**config.mk**
```make
export PLATFORM = sky130hd
export DESIGN_NAME = core_ops
export DESIGN_NICKNAME = d
export VERILOG_FILES = /design/src/core_ops.v /design/src/result_unit.v
export VERILOG_INCLUDE_DIRS = /design/src
export SDC_FILE = /design/constraint.sdc
export NUM_CORES = 1
export LEC_CHECK = 0
export ABC_AREA = 1
export ABC_CLOCK_PERIOD_IN_PS = 4250
export BUFFER_PORTS_ARGS = -buffer_cell sky130_fd_sc_hd__buf_4
export CAP_MARGIN = 5
export CORE_MARGIN = 1.5
export CORE_UTILIZATION = 40
export CTS_BUF_LIST = sky130_fd_sc_hd__clkbuf_4 sky130_fd_sc_hd__clkbuf_8 sky130_fd_sc_hd__clkbuf_16
export DETAILED_ROUTE_END_ITERATION = 12
export PLACE_DENSITY_LB_ADDON = 0.08
export SYNTH_ARGS = -nofsm -noshare
export SYNTH_HDL_FRONTEND = slang
export SYNTH_SLANG_ARGS = --single-unit
```
**constraint.sdc**
```tcl
create_clock -name i_clk -period 4.25 [get_ports i_clk]
set_input_delay 0.425 -clock i_clk [delete_from_list [all_inputs] [get_ports i_clk]]
set_output_delay 0.425 -clock i_clk [all_outputs]
set_load 0.01 [all_outputs]
```
**src/core_ops_defs.vh**
```
// constants for the call, clear, complement and decrement execution block
`ifndef CORE_OPS_DEFS_VH
`define CORE_OPS_DEFS_VH
`define OP_CALL 3'h1
`define OP_KICK 3'h2
`define OP_FZERO 3'h3
`define OP_AZERO 3'h4
`define OP_INV 3'h5
`define OP_DEC 3'h6
`define PC_W 13
`define PC_LO_W 11
`define LATCH_HI_POS 4
`define LATCH_LO_POS 3
`define WDT_RESET_VAL 8'h00
`define PRESC_RESET_VAL 8'h00
`define ACC_RESET_VAL 8'h00
`define PC_RESET_VAL 13'h0000
`define CALL_CYCLES 2'h2
`define PC_STEP 13'h0001
`define ZERO_RESET_VAL 1'h0
`define TO_RESET_VAL 1'h1
`define SLEEP_RESET_VAL 1'h1
`endif

```
**src/core_ops.v**
```verilog
// execution of call, watchdog kick, clears, invert and decrement
// Contract
// (RULE_01) call pushes pc plus one, two cycles
// (RULE_02) call loads eleven-bit target into pc low
// (RULE_03) pc bits 12:11 from latch bits 4:3
// (RULE_04) watchdog kick zeroes watchdog counter
// (RULE_05) watchdog kick also clears its prescaler
// (RULE_06) watchdog kick sets time-out and sleep flags
// (RULE_07) file clear writes zero, sets zero flag
// (RULE_08) invert file reg, destination bit selects target
// (RULE_09) accumulator clear writes zero, sets zero flag
// (RULE_10) decrement file reg, destination bit selects target
// (RULE_11) invert/decrement set zero flag from result
// (RULE_12) others one cycle, keep time-out and sleep
`timescale 1ns/1ns
`include "core_ops_defs.vh"
module core_ops #(
  parameter DW = 8,
  parameter AW = 7,
  parameter WDT_W = 8,
  parameter PRESC_W = 8
) (
  input wire i_clk,
  input wire i_sys_rst,
  input wire i_op_valid,
  input wire [2:0] i_op_code,
  input wire [`PC_LO_W-1:0] i_call_target,
  input wire [AW-1:0] i_file_addr,
  input wire i_dest_file,
  input wire [DW-1:0] i_file_rdata,
  input wire [DW-1:0] i_pc_high_latch,
  input wire i_watchdog_tick,
  input wire i_prescale_tick,
  input wire i_flags_clear,
  output wire o_op_ready,
  output reg o_op_done,
  output reg [`PC_W-1:0] o_program_counter,
  output reg o_stack_push,
  output reg [`PC_W-1:0] o_stack_top_entry,
  output reg o_file_we,
  output reg [AW-1:0] o_file_waddr,
  output reg [DW-1:0] o_file_wdata,
  output reg [DW-1:0] o_accumulator,
  output reg o_zero_flag,
  output reg o_time_out_flag,
  output reg o_sleep_flag,
  output reg [WDT_W-1:0] o_watchdog_counter,
  output reg [PRESC_W-1:0] o_prescaler
);
  ////////////////////////////////////////////////////////////////////////////
  // one-hot states: idle, and the second cycle of a call
  localparam ST_IDLE = 2'h1;
  localparam ST_CALL2 = 2'h2;

  reg [1:0] state;
  reg [1:0] next_state;
  reg [`PC_W-1:0] next_pc;
  reg [DW-1:0] next_acc;
  reg next_zero;
  reg next_time_out;
  reg next_sleep;
  reg [WDT_W-1:0] next_watchdog;
  reg [PRESC_W-1:0] next_prescaler;
  wire [DW-1:0] alu_result;
  wire alu_zero;
  wire take;
  wire is_dec;
  wire do_call;
  wire do_kick;
  wire do_fzero;
  wire do_azero;
  wire do_alu;
  wire file_write;
  wire [DW-1:0] file_value;
  wire [`PC_W-1:0] pc_plus_one;
  wire [`PC_W-1:0] call_dest;

  ////////////////////////////////////////////////////////////////////////////
  // decode of the accepted instruction
  assign o_op_ready = state[0];
  assign take = i_op_valid && o_op_ready;
  assign is_dec = (i_op_code == `OP_DEC);
  assign do_call = take && (i_op_code == `OP_CALL);
  assign do_kick = take && (i_op_code == `OP_KICK);
  assign do_fzero = take && (i_op_code == `OP_FZERO);
  assign do_azero = take && (i_op_code == `OP_AZERO);
  assign do_alu = take && ((i_op_code == `OP_INV) || is_dec);
  assign file_write = do_fzero || (do_alu && i_dest_file); // RULE_07 RULE_08 RULE_10
  assign file_value = do_fzero ? {DW{1'h0}} : alu_result; // RULE_07
  assign pc_plus_one = o_program_counter + `PC_STEP; // RULE_01
  assign call_dest = {i_pc_high_latch[`LATCH_HI_POS:`LATCH_LO_POS], // RULE_03
    i_call_target}; // RULE_02

  // complement or decrement of the addressed file register
  result_unit #(
    .W(DW)
  ) u_result (
    .i_operand(i_file_rdata),
    .i_decrement(is_dec),
    .o_result(alu_result),
    .o_is_zero(alu_zero)
  );

  ////////////////////////////////////////////////////////////////////////////
  // sequencing: a call holds the block for one extra cycle
  always @* begin
    next_state = state;
    case (state)
      ST_IDLE: begin
        if (do_call) begin
          next_state = ST_CALL2; // RULE_01
        end
      end
      ST_CALL2: begin
        next_state = ST_IDLE; // RULE_01
      end
      default: begin
        next_state = ST_IDLE;
      end
    endcase
  end

  // program counter: call target, or step to the next instruction
  always @* begin
    next_pc = o_program_counter;
    if (do_call) begin
      next_pc = call_dest; // RULE_02 RULE_03
    end else if (take) begin
      next_pc = pc_plus_one; // RULE_12
    end
  end

  ////////////////////////////////////////////////////////////////////////////
  // accumulator and zero flag
  always @* begin
    next_acc = o_accumulator;
    next_zero = o_zero_flag;
    if (do_fzero) begin
      next_zero = 1'h1; // RULE_07
    end
    if (do_azero) begin
      next_acc = {DW{1'h0}}; // RULE_09
      next_zero = 1'h1; // RULE_09
    end
    if (do_alu) begin
      if (!i_dest_file) begin
        next_acc = alu_result; // RULE_08 RULE_10
      end
      next_zero = alu_zero; // RULE_11
    end
  end

  // time-out and sleep flags: cleared by other core logic, set by a kick
  always @* begin
    next_time_out = o_time_out_flag; // RULE_12
    next_sleep = o_sleep_flag; // RULE_12
    if (i_flags_clear) begin
      next_time_out = 1'h0;
      next_sleep = 1'h0;
    end
    // set wins when a kick meets a clear in the same cycle
    if (do_kick) begin
      next_time_out = 1'h1; // RULE_06
      next_sleep = 1'h1; // RULE_06
    end
  end

  // watchdog counter and its prescaler count on ticks; a kick overrides
  always @* begin
    next_watchdog = o_watchdog_counter;
    next_prescaler = o_prescaler;
    if (i_watchdog_tick) begin
      next_watchdog = o_watchdog_counter + {{(WDT_W-1){1'h0}}, 1'h1};
    end
    if (i_prescale_tick) begin
      next_prescaler = o_prescaler + {{(PRESC_W-1){1'h0}}, 1'h1};
    end
    if (do_kick) begin
      next_watchdog = `WDT_RESET_VAL; // RULE_04
      next_prescaler = `PRESC_RESET_VAL; // RULE_05
    end
  end

  ////////////////////////////////////////////////////////////////////////////
  always @(posedge i_clk) begin
    if (i_sys_rst) begin
      state <= ST_IDLE;
      o_program_counter <= `PC_RESET_VAL;
      o_accumulator <= `ACC_RESET_VAL;
      o_zero_flag <= `ZERO_RESET_VAL;
      o_time_out_flag <= `TO_RESET_VAL;
      o_sleep_flag <= `SLEEP_RESET_VAL;
      o_watchdog_counter <= `WDT_RESET_VAL;
      o_prescaler <= `PRESC_RESET_VAL;
    end else begin
      state <= next_state;
      o_program_counter <= next_pc;
      o_accumulator <= next_acc;
      o_zero_flag <= next_zero;
      o_time_out_flag <= next_time_out;
      o_sleep_flag <= next_sleep;
      o_watchdog_counter <= next_watchdog;
      o_prescaler <= next_prescaler;
    end
  end

  // one-cycle pulses with the stack and file-register write ports
  always @(posedge i_clk) begin
    if (i_sys_rst) begin
      o_op_done <= 1'h0;
      o_stack_push <= 1'h0;
      o_stack_top_entry <= `PC_RESET_VAL;
      o_file_we <= 1'h0;
      o_file_waddr <= {AW{1'h0}};
      o_file_wdata <= {DW{1'h0}};
    end else begin
      // a call reports done from its second cycle
      o_op_done <= (take && !do_call) || (state == ST_CALL2); // RULE_01 RULE_12
      o_stack_push <= do_call; // RULE_01
      if (do_call) begin
        o_stack_top_entry <= pc_plus_one; // RULE_01
      end
      o_file_we <= file_write; // RULE_07 RULE_08 RULE_10
      if (file_write) begin
        o_file_waddr <= i_file_addr;
        o_file_wdata <= file_value; // RULE_07 RULE_08 RULE_10
      end
    end
  end
endmodule // core_ops

```
**src/result_unit.v**
```verilog
// data path: complement or decrement of an operand, with zero detect
`timescale 1ns/1ns
module result_unit #(
  parameter W = 8
) (
  input wire [W-1:0] i_operand,
  input wire i_decrement,
  output wire [W-1:0] o_result,
  output wire o_is_zero
);
  assign o_result = i_decrement ? (i_operand - {{(W-1){1'b0}}, 1'b1}) : ~i_operand;
  assign o_is_zero = (o_result == {W{1'b0}});
endmodule // result_unit
```
Word level (Yosys, flattened, before mapping):

Index checks and enable logic that the tools add are counted.
Widths: inputs -> output; s select.

* bits in registers: 72
* bits in latches: 0
* memory bits (writable): 0
* ROM bits: 0
* bits of input ports: 44
* logic and storage cells: 54
* memories: 0

* $add $sub $neg: 4
* $mul: 0
* div/mod/pow operators: 0
* order comparisons: 0
* equal/unequal tests: 8
* shift-type cells: 0
* mux-type cells: 10
* bitwise gates (word level): 2
* reduce and logical (&&, ||, !) cells: 17

Operators by type and width (number)
* $mux 8: 5
* $mux 13: 2
* $add 8x1->8 const B: 2
* $add 13x1->13 const B: 1
* $eq 3x3->1 const B: 3
* $logic_and 1x1->1: 8
* $logic_not 8->1: 1
* $not 8->8: 1
* $sub 8x1->8 const B: 1
* $eq 3x2->1 const B: 2
* $reduce_or 2->1: 2
* $eq 3x1->1 const B: 1
* $logic_or 1x1->1: 3
* $mux 1: 3
* $reduce_bool 3->1: 1
* $eq 2x1->1 const B: 1
* $eq 2x2->1 const B: 1
* $reduce_bool 2->1: 1
* $logic_not 1->1: 1
* $not 1->1: 1

Logic depth before layout (Yosys ltp):

Gate-level depths: netlist (run 1).

* depth after elaboration: 5
* mapped depth: 12
* gate-level depth less buffers: 12

Modules after synthesis:

From an unflattened synthesis (run 1), not the netlist that was laid out.

* cell total of the unflattened synthesis: 480
* area total of the unflattened synthesis: 3413.3 sq um

By module, submodules not included
* core_ops: times used 1, cells each 417, area an instance 3111.7 sq um
* result_unit: times used 1, cells each 63, area an instance 301.5 sq um

Least setup slack after synthesis (run 1):

Ideal clock, no wire load.

* kind: register -> register
* start: register o_program_counter[0]
* end: register o_stack_top_entry[10]
* library setup time: 116 ps
* arrival time: 1359 ps
* required time: 4134 ps
* setup slack: 2775 ps
* stages on the path, launching flop included: 9
* buffers on the path: 0
* clock period less this slack: 1475 ps
* cell sequence: dfxtp_1 ha_1 nand3_1 inv_1 nand2_1 o21ai_0 nand3_1 o211ai_1 inv_1

* cells in the longest elaborated chain, start to end: 1

Ends and longest elaborated chain
* from (decl): RTL line core_ops.v:37 `` output reg [`PC_W-1:0] o_program_counter, ``
* from (signal assigned): RTL line core_ops.v:188 `` o_program_counter <= `PC_RESET_VAL; ``
* from (signal assigned): RTL line core_ops.v:197 `o_program_counter <= next_pc;`
* $add 13x1->13 (no line)
* to (signal assigned): RTL line core_ops.v:212 `` o_stack_top_entry <= `PC_RESET_VAL; ``
* to (signal assigned): RTL line core_ops.v:221 `o_stack_top_entry <= pc_plus_one;`
* to (decl): RTL line core_ops.v:39 `` output reg [`PC_W-1:0] o_stack_top_entry, ``

No other way between the ends.
A chain may end at the register's enable or synchronous reset.

Final worst setup path (run 1):

* start: register state[0]
* end: register o_stack_top_entry[10]

* cells in the longest elaborated chain, start to end: 2

Ends and longest elaborated chain
* from (decl): RTL line core_ops.v:55 `reg [1:0] state;`
* from (signal assigned): RTL line core_ops.v:196 `state <= next_state;`
* $logic_and 1x1->1: RTL line core_ops.v:81 `assign take = i_op_valid && o_op_ready;`
* $logic_and 1x1->1: RTL line core_ops.v:83 `` assign do_call = take && (i_op_code == `OP_CALL); ``

No other way between the ends.

==> impl_metrics.prom, run 1 <==
# TYPE chip_impl_metric gauge
chip_impl_metric{name="timing.max_cap.violations",unit=""} 0
chip_impl_info{name="slowest_stage_cell_crit_path",value="sky130_fd_sc_hd__inv_2"} 1
chip_impl_metric{name="syn_to_final_growth",unit="%"} 32.9
chip_impl_metric{name="worst_skew_pair.late_latency",unit="ns"} 0.34
chip_impl_info{name="rsz0062_at_grt",value="no"} 1
chip_impl_metric{name="critical_path_arrival",unit="ns"} 2.21
chip_impl_metric{name="setup_viol_count_final",unit=""} 0
chip_impl_metric{name="rows",unit=""} 33
chip_impl_info{name="cts_root_buf",value="sky130_fd_sc_hd__clkbuf_8"} 1
chip_impl_metric{name="leakagePower",unit="nW"} 2.15
chip_impl_metric{name="initial_util",unit=""} 0.410
chip_impl_metric{name="cts-hold-fix-buffers",unit=""} 0
chip_impl_metric{name="core_area",unit="um^2"} 8130
chip_impl_metric{name="die-area",unit="um^2"} 8900
chip_impl_metric{name="synth_area_per_cell",unit="um^2"} 6.98
chip_impl_info{name="combinational_family_with_the_most_area_after_synthesis",value="simple AND/OR/NAND/NOR gates"} 1
chip_impl_info{name="result_of_the_run",value="finished clean"} 1
chip_impl_metric{name="cts_sinks",unit=""} 72
chip_impl_metric{name="global_route.usage.total",unit=""} 0.197
chip_impl_metric{name="power_density",unit="nW/um^2"} 342
chip_impl_metric{name="number_of_global_route_vias_before_repair",unit=""} 2968
chip_impl_metric{name="detail_route.wirelength",unit="um"} 8580
chip_impl_metric{name="synth-seq-cells",unit=""} 72
chip_impl_metric{name="max_clock_freq",unit="MHz"} 505
chip_impl_metric{name="yosysWarningCount",unit=""} 0
chip_impl_metric{name="cts.htree.levels",unit=""} 3
chip_impl_metric{name="last_weighted_congestion_value_of_the_routability_driven_placer",unit=""} 0.881
chip_impl_metric{name="cts-root-to-sink-buffers",unit=""} 2
chip_impl_metric{name="synth_compound_area_frac",unit=""} 0.147
chip_impl_metric{name="fin_crit",unit="ns"} 1.98
chip_impl_metric{name="post_synth_xor_area_fraction",unit=""} 0.0262
chip_impl_info{name="synth.area.top_cells",value="sky130_fd_sc_hd__dfxtp_1, sky130_fd_sc_hd__nand2_1, sky130_fd_sc_hd__nor2_1, sky130_fd_sc_hd__inv_1, sky130_fd_sc_hd__a21oi_1"} 1
chip_impl_metric{name="detail_route.first_pass.iterations",unit=""} 4
chip_impl_metric{name="synthAdderAreaFrac",unit=""} 0.0150
chip_impl_metric{name="drt-wirelength-per-cell",unit="um"} 12.4
chip_impl_metric{name="multiInputGateArea",unit="um^2"} 1580
chip_impl_metric{name="yosysUniqueCellTypes",unit=""} 29
chip_impl_metric{name="layoutNonFillerInstCount",unit=""} 693
chip_impl_metric{name="grt.overflow.total",unit=""} 0
chip_impl_metric{name="via_per_inst",unit=""} 4.75
chip_impl_metric{name="asyncSetResetFlopFracSynth",unit=""} 0
chip_impl_metric{name="synth_fp_nets",unit=""} 526
chip_impl_metric{name="final_layout_size_suffix_gt1_frac",unit=""} 0.243
chip_impl_metric{name="cts_inserted_buffers",unit=""} 9
chip_impl_metric{name="worst_ir_drop_vdd",unit="mV"} 0.125
chip_impl_metric{name="final_min_period_over_clock_period",unit=""} 0.466
chip_impl_metric{name="die_x",unit="um"} 94.4
chip_impl_metric{name="antenna_found_initial",unit=""} 0
chip_impl_metric{name="io-pin-count",unit=""} 116
chip_impl_metric{name="synthSimpleGateAreaFrac",unit=""} 0.279
chip_impl_metric{name="numPlacedInstances",unit=""} 677
chip_impl_metric{name="grt_start_max_net_pins",unit=""} 36
chip_impl_metric{name="setup_buffers_after_cts",unit=""} 0
chip_impl_info{name="tritoncts",value="yes"} 1
chip_impl_info{name="crit-reg2reg-capture",value="o_stack_top_entry[10]"} 1
chip_impl_metric{name="worst_r2r_path_depth",unit=""} 7
chip_impl_metric{name="maxSlewViolCount",unit=""} 0
chip_impl_info{name="worstHoldEndpoint",value="o_sleep_flag"} 1
chip_impl_metric{name="synth_edf_count",unit=""} 0
chip_impl_metric{name="clk_transition_reported_paths",unit="ns"} 0.08
chip_impl_metric{name="report.power.total",unit="mW"} 1.52
chip_impl_metric{name="drcViolationCount",unit=""} 0
chip_impl_metric{name="ys_seq_area_frac",unit=""} 0.432
chip_impl_metric{name="slowest_delay",unit="ns"} 0.42
chip_impl_metric{name="setup.reg_to_reg.worst_slack",unit="ns"} 2.27
chip_impl_metric{name="finClkSkew",unit="ns"} 0.00975
chip_impl_metric{name="postSynthCellCount",unit=""} 478
chip_impl_metric{name="register_area",unit="um^2"} 1440
chip_impl_info{name="holdCritPathClass",value="in2reg"} 1
chip_impl_metric{name="nets",unit=""} 631
chip_impl_metric{name="number_of_diodes_added_for_antenna_fixing",unit=""} 0
chip_impl_metric{name="dp.final_hpwl",unit="um"} 6190
chip_impl_info{name="yosysTopAreaCell",value="sky130_fd_sc_hd__dfxtp_1"} 1
chip_impl_metric{name="fin_setup_tns",unit="ns"} 0
chip_impl_metric{name="syn_area",unit="um^2"} 3340
chip_impl_info{name="crit_path_start_kind",value="flop"} 1
chip_impl_metric{name="hold_path_depth",unit=""} 2
chip_impl_info{name="synth_ff_type",value="sky130_fd_sc_hd__dfxtp_1"} 1
chip_impl_metric{name="timing_worst_slew_pin_value",unit="ns"} 0.727
chip_impl_metric{name="num_vias",unit=""} 3295
chip_impl_info{name="timing.rr.start",value="state[0]"} 1
chip_impl_metric{name="timing.slew.headroom",unit=""} 0.515
chip_impl_info{name="crit_type",value="reg2reg"} 1
chip_impl_metric{name="place.port_buffers",unit=""} 109
chip_impl_metric{name="post_synth_mux_area_share",unit=""} 0.00600
chip_impl_metric{name="fillCellCount",unit=""} 827
chip_impl_info{name="mostFrequentLayoutCell",value="sky130_fd_sc_hd__nand2_1"} 1
chip_impl_info{name="cp_cell_sequence",value="nand2_2 > nor2_2 > nand2_2 > inv_2 > nand3_1 > o211ai_1 > inv_1"} 1
chip_impl_metric{name="wire_length_of_the_first_global_routing_pass",unit="um"} 13600
chip_impl_info{name="hp-start",value="i_flags_clear"} 1
chip_impl_metric{name="largest_driver_fanout_on_the_critical_path",unit=""} 27
chip_impl_metric{name="synthDominantCellAreaShare",unit=""} 0.432
chip_impl_metric{name="drt_iter0_drc",unit=""} 113
chip_impl_info{name="final_cell_mix",value="sky130_fd_sc_hd__nand2_1, sky130_fd_sc_hd__buf_4, sky130_fd_sc_hd__dfxtp_1, sky130_fd_sc_hd__nor2_1, sky130_fd_sc_hd__inv_1"} 1
chip_impl_metric{name="post_cts_resized",unit=""} 0
chip_impl_info{name="worst_setup_path_end_kind",value="flop"} 1
chip_impl_metric{name="hold_viol",unit=""} 0
chip_impl_metric{name="crit_required",unit="ns"} 4.48
chip_impl_info{name="path_common_cell",value="sky130_fd_sc_hd__nand2_2"} 1
chip_impl_metric{name="fp.dieH",unit="um"} 94.4
chip_impl_metric{name="final_antenna_net_count",unit=""} 0
## cell families after synthesis
group | after synthesis
and+or+nand+nor | 226
muxes | 2
AOI/OAI and AO/OA | 87
adders and majority gates | 4
xor gates and xnor gates | 10
buffers and inverters | 77
DFF | 72
## power breakdown
group / total [mW] / internal (mW) / switching, mW
clock network: 0.620 / 0.362 / 0.258
logic: 0.183 / 0.0820 / 0.101
registers: 0.715 / 0.697 / 0.0180
## cell type report
cell class	instances	area share
sequential	72	0.325
timing repair buffer	110	0.186
tap	105	0.0296
clock inverter	5	0.0178
inverter	61	0.0516
clock buffer	11	0.0341
multi-input combinational	329	0.356
## stage by stage
step | instance area, um^2 | hold slack [ns] | setup slack, ns | util
CTS | 4440 | 0.246 | 2.29 | 0.546
detailed placement | 4210 | 0.419 | 2.14 | 0.517
global route | 4440 | 0.259 | 2.10 | 0.546
global placement | 4210 | 0.409 | 2.13 | 0.517
floorplan | 3340 | 0.402 | 2.77 | -
finish | 4440 | 0.265 | 2.27 | 0.546
## state kept, by name, summed over array words and instances, names as in the netlist, 2 cells and up
| name | cells |
|---|---|
| o_prescaler | 8 |
| state | 2 |
| o_watchdog_counter | 8 |
| o_accumulator | 8 |
| o_file_wdata | 8 |
| o_stack_top_entry | 13 |
| o_file_waddr | 7 |
| o_program_counter | 13 |
## critical path, delay by kind of cell (launching register included)
kind / cells / cell delay [ns]
and+or+nand+nor: 4 / 0.92
AOI/OAI and AO/OA: 1 / 0.12
buffers and inverters: 2 / 0.47
DFF: 1 / 0.36
## per-layer routing
layer | share of wire | global-route usage | vias to the layer above
met4 | 0.020 | 0.0933 | 0
li1 | - | - | 1729
met2 | 0.46 | 0.309 | 99
met5 | 0 | 0 | -
met1 | 0.46 | 0.253 | 1452
met3 | 0.064 | 0.0499 | 15
## worst max path at each step
stage	cells after the start	to	slack, ns	from
finish	7	o_stack_top_entry[10]	2.27	state[0]
global route	7	o_stack_top_entry[10]	2.10	state[0]
CTS	7	o_stack_top_entry[10]	2.29	state[0]
detailed placement	8	o_stack_top_entry[10]	2.14	i_op_valid
global placement	8	o_stack_top_entry[10]	2.13	i_op_valid
floorplan	8	o_stack_top_entry[10]	2.77	o_program_counter[0]
## synth_stat cells (2+ instances only)
cell	instances
sky130_fd_sc_hd__a211oi_2	4
sky130_fd_sc_hd__a21oi_1	39
sky130_fd_sc_hd__buf_1	2
sky130_fd_sc_hd__buf_2	4
sky130_fd_sc_hd__buf_4	2
sky130_fd_sc_hd__buf_6	2
sky130_fd_sc_hd__clkbuf_1	6
sky130_fd_sc_hd__dfxtp_1	72
sky130_fd_sc_hd__ha_1	4
sky130_fd_sc_hd__inv_1	55
sky130_fd_sc_hd__inv_2	6
sky130_fd_sc_hd__mux2i_1	2
sky130_fd_sc_hd__nand2_1	124
sky130_fd_sc_hd__nand2_2	3
sky130_fd_sc_hd__nand3_1	25
sky130_fd_sc_hd__nand4_1	3
sky130_fd_sc_hd__nor2_1	56
sky130_fd_sc_hd__nor2_2	3
sky130_fd_sc_hd__nor3_1	6
sky130_fd_sc_hd__nor3b_1	3
sky130_fd_sc_hd__o211ai_1	7
sky130_fd_sc_hd__o21ai_0	34
sky130_fd_sc_hd__or2_0	2
sky130_fd_sc_hd__xnor2_1	4
sky130_fd_sc_hd__xor2_1	6
Power figures use the tool's default switching activity.
==> run 2, diff against run 1 <==
Settings changed: ABC_CLOCK_PERIOD_IN_PS 4250 to 1850.
Clock period 4.25 ns to 1.85 ns, I/O delays scaled along.
==> run 2 against run 1 <==
Net effect:
- design area grew 1.2%
- critical path type unchanged
- sequential share of layout area shrank 0.39 points
- die area is the same
- clock power grew 140%
- flip-flop and latch count is the same
- largest cell class unchanged
- worst hold slack lost 0.24 ns
- utilization grew 0.66 points
==> impl_metrics.prom, run 2 (synthesis gave the netlist of run 1 again) <==
# TYPE chip_impl_metric gauge
chip_impl_info{name="result_of_the_run",value="finished clean"} 1
chip_impl_info{name="cts_root_buf",value="sky130_fd_sc_hd__clkbuf_8"} 1
chip_impl_metric{name="initial_util",unit=""} 0.410
chip_impl_metric{name="leakagePower",unit="nW"} 2.18
chip_impl_metric{name="nets",unit=""} 638
chip_impl_metric{name="global_route.usage.total",unit=""} 0.199
chip_impl_info{name="tritoncts",value="yes"} 1
chip_impl_info{name="worstSetupStartpoint",value="o_program_counter[1]"} 1
chip_impl_metric{name="crit_required",unit="ns"} 2.11
chip_impl_metric{name="drcViolationCount",unit=""} 0
chip_impl_metric{name="post_cts_resized",unit=""} 0
chip_impl_metric{name="finish.instance_area",unit="um^2"} 4490
chip_impl_metric{name="timing_worst_slew_pin_value",unit="ns"} 0.650
chip_impl_metric{name="timing.max_cap.violations",unit=""} 0
chip_impl_metric{name="grt.overflow.total",unit=""} 0
chip_impl_info{name="holdCritPathClass",value="in2reg"} 1
chip_impl_info{name="crit-reg2reg-capture",value="o_program_counter[10]"} 1
chip_impl_metric{name="cts-hold-fix-buffers",unit=""} 0
chip_impl_metric{name="max_clock_freq",unit="MHz"} 642
chip_impl_metric{name="cts-root-to-sink-buffers",unit=""} 2
chip_impl_metric{name="setup_viol_count_final",unit=""} 0
chip_impl_metric{name="report.power.total",unit="mW"} 3.53
chip_impl_metric{name="core_area",unit="um^2"} 8130
chip_impl_metric{name="num_vias",unit=""} 3348
chip_impl_metric{name="cts_inserted_buffers",unit=""} 9
chip_impl_metric{name="die_x",unit="um"} 94.4
chip_impl_metric{name="critical_path_arrival",unit="ns"} 1.82
chip_impl_metric{name="syn_to_final_growth",unit="%"} 34.6
chip_impl_metric{name="fillCellCount",unit=""} 808
chip_impl_metric{name="grt_start_max_net_pins",unit=""} 28
chip_impl_info{name="worst_setup_path_end_kind",value="flop"} 1
chip_impl_metric{name="dp.final_hpwl",unit="um"} 6380
chip_impl_metric{name="fp.dieH",unit="um"} 94.4
chip_impl_metric{name="fin_setup_tns",unit="ns"} 0
chip_impl_metric{name="setup.reg_to_reg.worst_slack",unit="ns"} 0.29
chip_impl_metric{name="detail_route.wirelength",unit="um"} 8770
chip_impl_metric{name="maxSlewViolCount",unit=""} 0
chip_impl_metric{name="finClkSkew",unit="ns"} 0.00866
chip_impl_info{name="reg_top3",value="o_program_counter x13, o_stack_top_entry x13"} 1
chip_impl_metric{name="detail_route.first_pass.iterations",unit=""} 6
chip_impl_metric{name="worst_skew_pair.late_latency",unit="ns"} 0.34
chip_impl_metric{name="hold_viol",unit=""} 0
chip_impl_info{name="timing.rr.start",value="o_program_counter[1]"} 1
chip_impl_metric{name="largest_driver_fanout_on_the_critical_path",unit=""} 4
chip_impl_info{name="crit_type",value="reg2reg"} 1
chip_impl_metric{name="worst_ir_drop_vdd",unit="mV"} 0.417
chip_impl_metric{name="final_antenna_net_count",unit=""} 0
chip_impl_metric{name="number_of_diodes_added_for_antenna_fixing",unit=""} 0
chip_impl_metric{name="antenna_found_initial",unit=""} 0
chip_impl_metric{name="dpl-instance-area",unit="um^2"} 4260
chip_impl_metric{name="cts.htree.levels",unit=""} 3
chip_impl_metric{name="final_layout_size_suffix_gt1_frac",unit=""} 0.252
chip_impl_metric{name="drt_iter0_drc",unit=""} 117
chip_impl_metric{name="worst_r2r_path_depth",unit=""} 8
chip_impl_metric{name="last_weighted_congestion_value_of_the_routability_driven_placer",unit=""} 0.891
chip_impl_metric{name="number_of_global_route_vias_before_repair",unit=""} 3073
chip_impl_metric{name="final_min_period_over_clock_period",unit=""} 0.842
chip_impl_info{name="timing.critical_path.to",value="o_program_counter[10]"} 1
chip_impl_info{name="crit_path_start_kind",value="flop"} 1
chip_impl_metric{name="rows",unit=""} 33
chip_impl_metric{name="via_per_inst",unit=""} 4.78
chip_impl_info{name="final_cell_mix",value="sky130_fd_sc_hd__nand2_1, sky130_fd_sc_hd__buf_4, sky130_fd_sc_hd__dfxtp_1, sky130_fd_sc_hd__nor2_1, sky130_fd_sc_hd__inv_1"} 1
chip_impl_metric{name="fin_crit",unit="ns"} 1.56
chip_impl_metric{name="die-area",unit="um^2"} 8900
chip_impl_info{name="rsz0062_at_grt",value="no"} 1
chip_impl_metric{name="cts_sinks",unit=""} 72
chip_impl_metric{name="drt-wirelength-per-cell",unit="um"} 12.5
chip_impl_metric{name="setup_buffers_after_cts",unit=""} 0
chip_impl_metric{name="power_density",unit="nW/um^2"} 786
chip_impl_metric{name="place.port_buffers",unit=""} 109
chip_impl_metric{name="io-pin-count",unit=""} 116
chip_impl_info{name="mostFrequentLayoutCell",value="sky130_fd_sc_hd__nand2_1"} 1
chip_impl_metric{name="wire_length_of_the_first_global_routing_pass",unit="um"} 14000
chip_impl_metric{name="timing.slew.headroom",unit=""} 0.566
chip_impl_metric{name="clk_transition_reported_paths",unit="ns"} 0.09
run 2: cell types whose count changed in the layout (fill, tap and decap cells not counted), sizes merged:
cell,delta
buf,+7
inv,+2
clkinv,-2
run 2: report_power, final:
part           leakage [nW]  total, mW  switching (mW)  internal [mW]
sequential            0.585       1.64          0.0402           1.60
clock                 0.118       1.46           0.631          0.825
combinational          1.48      0.432           0.235          0.198
run 2: layer usage:
metal / vias up / wire, um / track usage
li1: 1748 / - / -
met1: 1491 / 3970 / 0.251
met2: 99 / 4120 / 0.327
met3: 10 / 570 / 0.0548
met4: 0 / 106 / 0.0672
met5: - / 0 / 0
run 2: critical path: stages (launching register included):
cell                      delay (ns)
sky130_fd_sc_hd__dfxtp_1        0.38
sky130_fd_sc_hd__ha_1           0.21
sky130_fd_sc_hd__nand3_1        0.13
sky130_fd_sc_hd__buf_4          0.18
sky130_fd_sc_hd__nor3_1         0.14
sky130_fd_sc_hd__nand4_1        0.14
sky130_fd_sc_hd__nand3_1        0.10
sky130_fd_sc_hd__nand2_1        0.05
sky130_fd_sc_hd__a21oi_1        0.13
run 2: stage by stage:
stage	worst slack (ns)	instances	hold WS, ns	util
2_1_floorplan	0.375	478	0.285	-
3_3_place_gp	0.369	684	0.375	0.524
3_5_place_dp	0.359	684	0.379	0.524
4_1_cts	0.308	700	0.0110	0.552
5_1_grt	0.216	700	0.00487	0.552
6_report	0.292	700	0.0299	0.552
run 2: worst min-delay path by stage:
| stage | from | to | slack [ns] | cells past startpoint |
|---|---|---|---|---|
| floorplan | i_flags_clear | o_sleep_flag | 0.29 | 1 |
| global placement | i_flags_clear | o_sleep_flag | 0.37 | 2 |
| detailed placement | i_flags_clear | o_sleep_flag | 0.38 | 2 |
| CTS | i_flags_clear | o_sleep_flag | 0.01 | 2 |
| global route | i_flags_clear | o_sleep_flag | 0.005 | 2 |
| finish | i_flags_clear | o_sleep_flag | 0.03 | 2 |
run 2: layout make-up:
type,instances,area (um^2),area share
flip-flops and latches,72,1440,0.321
clock inverters,5,86.3,0.0192
multi-input cells,329,1580,0.352
well taps,105,131,0.0292
clock buffers,11,145,0.0323
inverters,61,229,0.0510
repair buffers,117,878,0.196
==> run 3, diff against run 2 <==
Settings changed: ABC_CLOCK_PERIOD_IN_PS 1850 to 1300.
Clock period 1.85 ns to 1.3 ns, I/O delays scaled along.
==> run 3 against run 2 <==
Net effect:
- the flow now finishes with violations (negative setup slack)
- sequential power grew 42%
- design area is 16% higher
- critical path depth is 1 lower
- die area unchanged
- cell count grew 7.9%
- combinational power is 74% higher
- utilization grew 8.7 points
- global-route usage grew 1.1 points
==> impl_metrics.prom, run 3 (synthesis gave the netlist of run 1 again) <==
# TYPE chip_impl_metric gauge
chip_impl_metric{name="fin_util",unit=""} 0.639
chip_impl_info{name="tritoncts",value="yes"} 1
chip_impl_info{name="holdCritPathClass",value="in2reg"} 1
chip_impl_metric{name="final_layout_size_suffix_gt1_frac",unit=""} 0.391
chip_impl_metric{name="worst_r2r_path_depth",unit=""} 7
chip_impl_metric{name="final_worst_setup_slack",unit="ns"} -0.00283
chip_impl_metric{name="grt.overflow.total",unit=""} 0
chip_impl_info{name="final_cell_mix",value="sky130_fd_sc_hd__buf_4, sky130_fd_sc_hd__nand2_1, sky130_fd_sc_hd__dfxtp_1, sky130_fd_sc_hd__inv_1, sky130_fd_sc_hd__nor2_1"} 1
chip_impl_metric{name="hold-worst-slack",unit="ns"} 0.00997
chip_impl_metric{name="power_density",unit="nW/um^2"} 982
chip_impl_metric{name="max_clock_freq",unit="MHz"} 768
chip_impl_info{name="cts_root_buf",value="sky130_fd_sc_hd__clkbuf_8"} 1
chip_impl_info{name="path_common_cell",value="sky130_fd_sc_hd__nand2_1"} 1
chip_impl_metric{name="drcViolationCount",unit=""} 0
chip_impl_metric{name="die_x",unit="um"} 94.4
chip_impl_info{name="reg_top3",value="o_program_counter x13, o_stack_top_entry x13"} 1
chip_impl_metric{name="core_area",unit="um^2"} 8130
chip_impl_metric{name="nets",unit=""} 693
chip_impl_metric{name="final_min_period_over_clock_period",unit=""} 1.00
chip_impl_metric{name="maxSlewViolCount",unit=""} 0
chip_impl_metric{name="final_antenna_net_count",unit=""} 0
chip_impl_metric{name="hold_path_depth",unit=""} 3
chip_impl_metric{name="timing_worst_slew_pin_value",unit="ns"} 0.312
chip_impl_metric{name="cts.htree.levels",unit=""} 3
chip_impl_metric{name="crit_required",unit="ns"} 1.59
chip_impl_info{name="cpLargestDelayFamily",value="simple AND/OR/NAND/NOR gates"} 1
chip_impl_info{name="crit_path_start_kind",value="flop"} 1
chip_impl_metric{name="antenna_found_initial",unit=""} 0
chip_impl_metric{name="critical_path_arrival",unit="ns"} 1.59
chip_impl_metric{name="hold_viol",unit=""} 0
chip_impl_metric{name="worst_ir_drop_vdd",unit="mV"} 0.544
chip_impl_metric{name="io-pin-count",unit=""} 116
chip_impl_metric{name="detail_route.first_pass.iterations",unit=""} 4
chip_impl_metric{name="global_route.usage.total",unit=""} 0.210
chip_impl_metric{name="number_of_global_route_vias_before_repair",unit=""} 3295
chip_impl_metric{name="num_vias",unit=""} 3579
chip_impl_metric{name="detail_route.wirelength",unit="um"} 9530
chip_impl_metric{name="dpl-instance-area",unit="um^2"} 4540
chip_impl_metric{name="fp.dieH",unit="um"} 94.4
chip_impl_metric{name="rows",unit=""} 33
chip_impl_info{name="mostFrequentLayoutCell",value="sky130_fd_sc_hd__buf_4"} 1
chip_impl_info{name="worst_setup_path_end_kind",value="flop"} 1
chip_impl_metric{name="last_weighted_congestion_value_of_the_routability_driven_placer",unit=""} 0.861
chip_impl_metric{name="finish.instance_area",unit="um^2"} 5200
chip_impl_info{name="crit_type",value="reg2reg"} 1
chip_impl_metric{name="via_per_inst",unit=""} 4.74
chip_impl_metric{name="fin_crit",unit="ns"} 1.30
chip_impl_info{name="slowest_stage_cell_crit_path",value="sky130_fd_sc_hd__dfxtp_4"} 1
chip_impl_metric{name="dp.final_hpwl",unit="um"} 6720
chip_impl_metric{name="place.port_buffers",unit=""} 109
chip_impl_metric{name="leakagePower",unit="nW"} 2.49
chip_impl_metric{name="fillCellCount",unit=""} 717
chip_impl_metric{name="finClkSkew",unit="ns"} 0.0115
chip_impl_metric{name="die-area",unit="um^2"} 8900
chip_impl_metric{name="cts-root-to-sink-buffers",unit=""} 2
chip_impl_metric{name="timing.slew.headroom",unit=""} 0.792
chip_impl_metric{name="slowest_delay",unit="ns"} 0.38
chip_impl_metric{name="setup_viol_count_final",unit=""} 3
chip_impl_info{name="rsz0062_at_grt",value="yes"} 1
chip_impl_metric{name="timing.max_cap.violations",unit=""} 0
chip_impl_metric{name="worst_skew_pair.late_latency",unit="ns"} 0.35
chip_impl_metric{name="wire_length_of_the_first_global_routing_pass",unit="um"} 14600
chip_impl_metric{name="cts_sinks",unit=""} 72
chip_impl_metric{name="syn_to_final_growth",unit="%"} 55.7
chip_impl_metric{name="number_of_cells_on_the_critical_path",unit=""} 7
chip_impl_info{name="violated_checks",value="negative setup slack"} 1
chip_impl_metric{name="drt-wirelength-per-cell",unit="um"} 12.6
chip_impl_info{name="cp_cell_sequence",value="nand2_1 > buf_4 > nor3_2 > nand4_1 > nand3_1 > nand2_1 > a21oi_1"} 1
chip_impl_metric{name="clk_transition_reported_paths",unit="ns"} 0.08
chip_impl_metric{name="cts_inserted_buffers",unit=""} 9
chip_impl_metric{name="drt_iter0_drc",unit=""} 83
chip_impl_metric{name="grt_start_max_net_pins",unit=""} 27
chip_impl_metric{name="initial_util",unit=""} 0.410
chip_impl_info{name="result_of_the_run",value="complete, but fails checks"} 1
chip_impl_metric{name="number_of_diodes_added_for_antenna_fixing",unit=""} 0
chip_impl_metric{name="cp_num_buf_inv",unit=""} 1
chip_impl_metric{name="largest_driver_fanout_on_the_critical_path",unit=""} 4
-- run 3: changes by cell type in the layout (fill, tap and decap cells not counted), moves of 9 or more --
cell,before,now
sky130_fd_sc_hd__nand3_2,1,10
sky130_fd_sc_hd__dfxtp_1,72,57
sky130_fd_sc_hd__buf_4,117,158
sky130_fd_sc_hd__o21ai_0,34,22
sky130_fd_sc_hd__o21ai_1,0,9
sky130_fd_sc_hd__dfxtp_2,0,9
sky130_fd_sc_hd__nand3_1,25,15
-- run 3: what timing repair did --
item                                   in CTS  in global routing
setup endpoints to repair                  10                 51
gates cloned                                0                  3
setup buffers                               0                 11
endpoints found under the hold margin       6                  0
gates resized for setup                    12                 80
pin swaps                                   0                 19
hold buffers                                6                  0
-- run 3: worst register-to-register path, delay by kind of cell (launching register included) --
| kind | cells | cell delay [ns] |
|---|---|---|
| AO/OA/AOI/OAI | 1 | 0.11 |
| flip-flops | 1 | 0.38 |
| AND/OR/NAND/NOR | 5 | 0.60 |
| buffers and inverters | 1 | 0.15 |
-- run 3: area by class of cell --
cell class / count / area, um^2 / area share
Timing Repair inverter: 1 / 6.26 / 0.00120
Multi-Input combinational cell: 329 / 1800 / 0.346
Timing Repair Buffer: 171 / 1320 / 0.253
Inverter: 61 / 244 / 0.0470
Tap cell: 105 / 131 / 0.0253
Clock inverter: 6 / 92.6 / 0.0178
Clock buffer: 10 / 131 / 0.0253
Sequential cell: 72 / 1480 / 0.284
-- run 3: where the power goes --
group / internal [mW] / switching [mW]
clock: 1.11 / 0.910
sequential: 2.28 / 0.0548
combinational: 0.366 / 0.384
-- run 3: worst paths after layout --
check / slack (ns) / startpoint / endpoint
max: -0.003 / o_program_counter[4] / o_program_counter[10]
min: 0.01 / i_file_addr[0] / o_file_waddr[0]
max reg2reg: -0.003 / o_program_counter[4] / o_program_counter[10]
min reg2reg: 0.43 / state[1] / state[1]
-- run 3: metal layers --
metal | GRT usage | vias up | part of all wire
met5 | 0 | - | 0
met4 | 0.0920 | 0 | 0.014
met3 | 0.0531 | 12 | 0.057
met2 | 0.340 | 88 | 0.48
met1 | 0.264 | 1625 | 0.45
li1 | - | 1854 | -
-- run 3: stage by stage --
step / total power, mW / std cells / setup TNS [ns] / setup slack [ns]
floorplan: 2.71 / 478 / 0 / 0.0144
global placement: 3.05 / 719 / -0.0328 / -0.0143
detailed placement: 3.06 / 719 / -0.178 / -0.0665
CTS: 5.09 / 741 / -0.0389 / -0.0257
global route: 5.35 / 755 / -0.659 / -0.0977
finish: 5.10 / 755 / -0.00667 / -0.00283
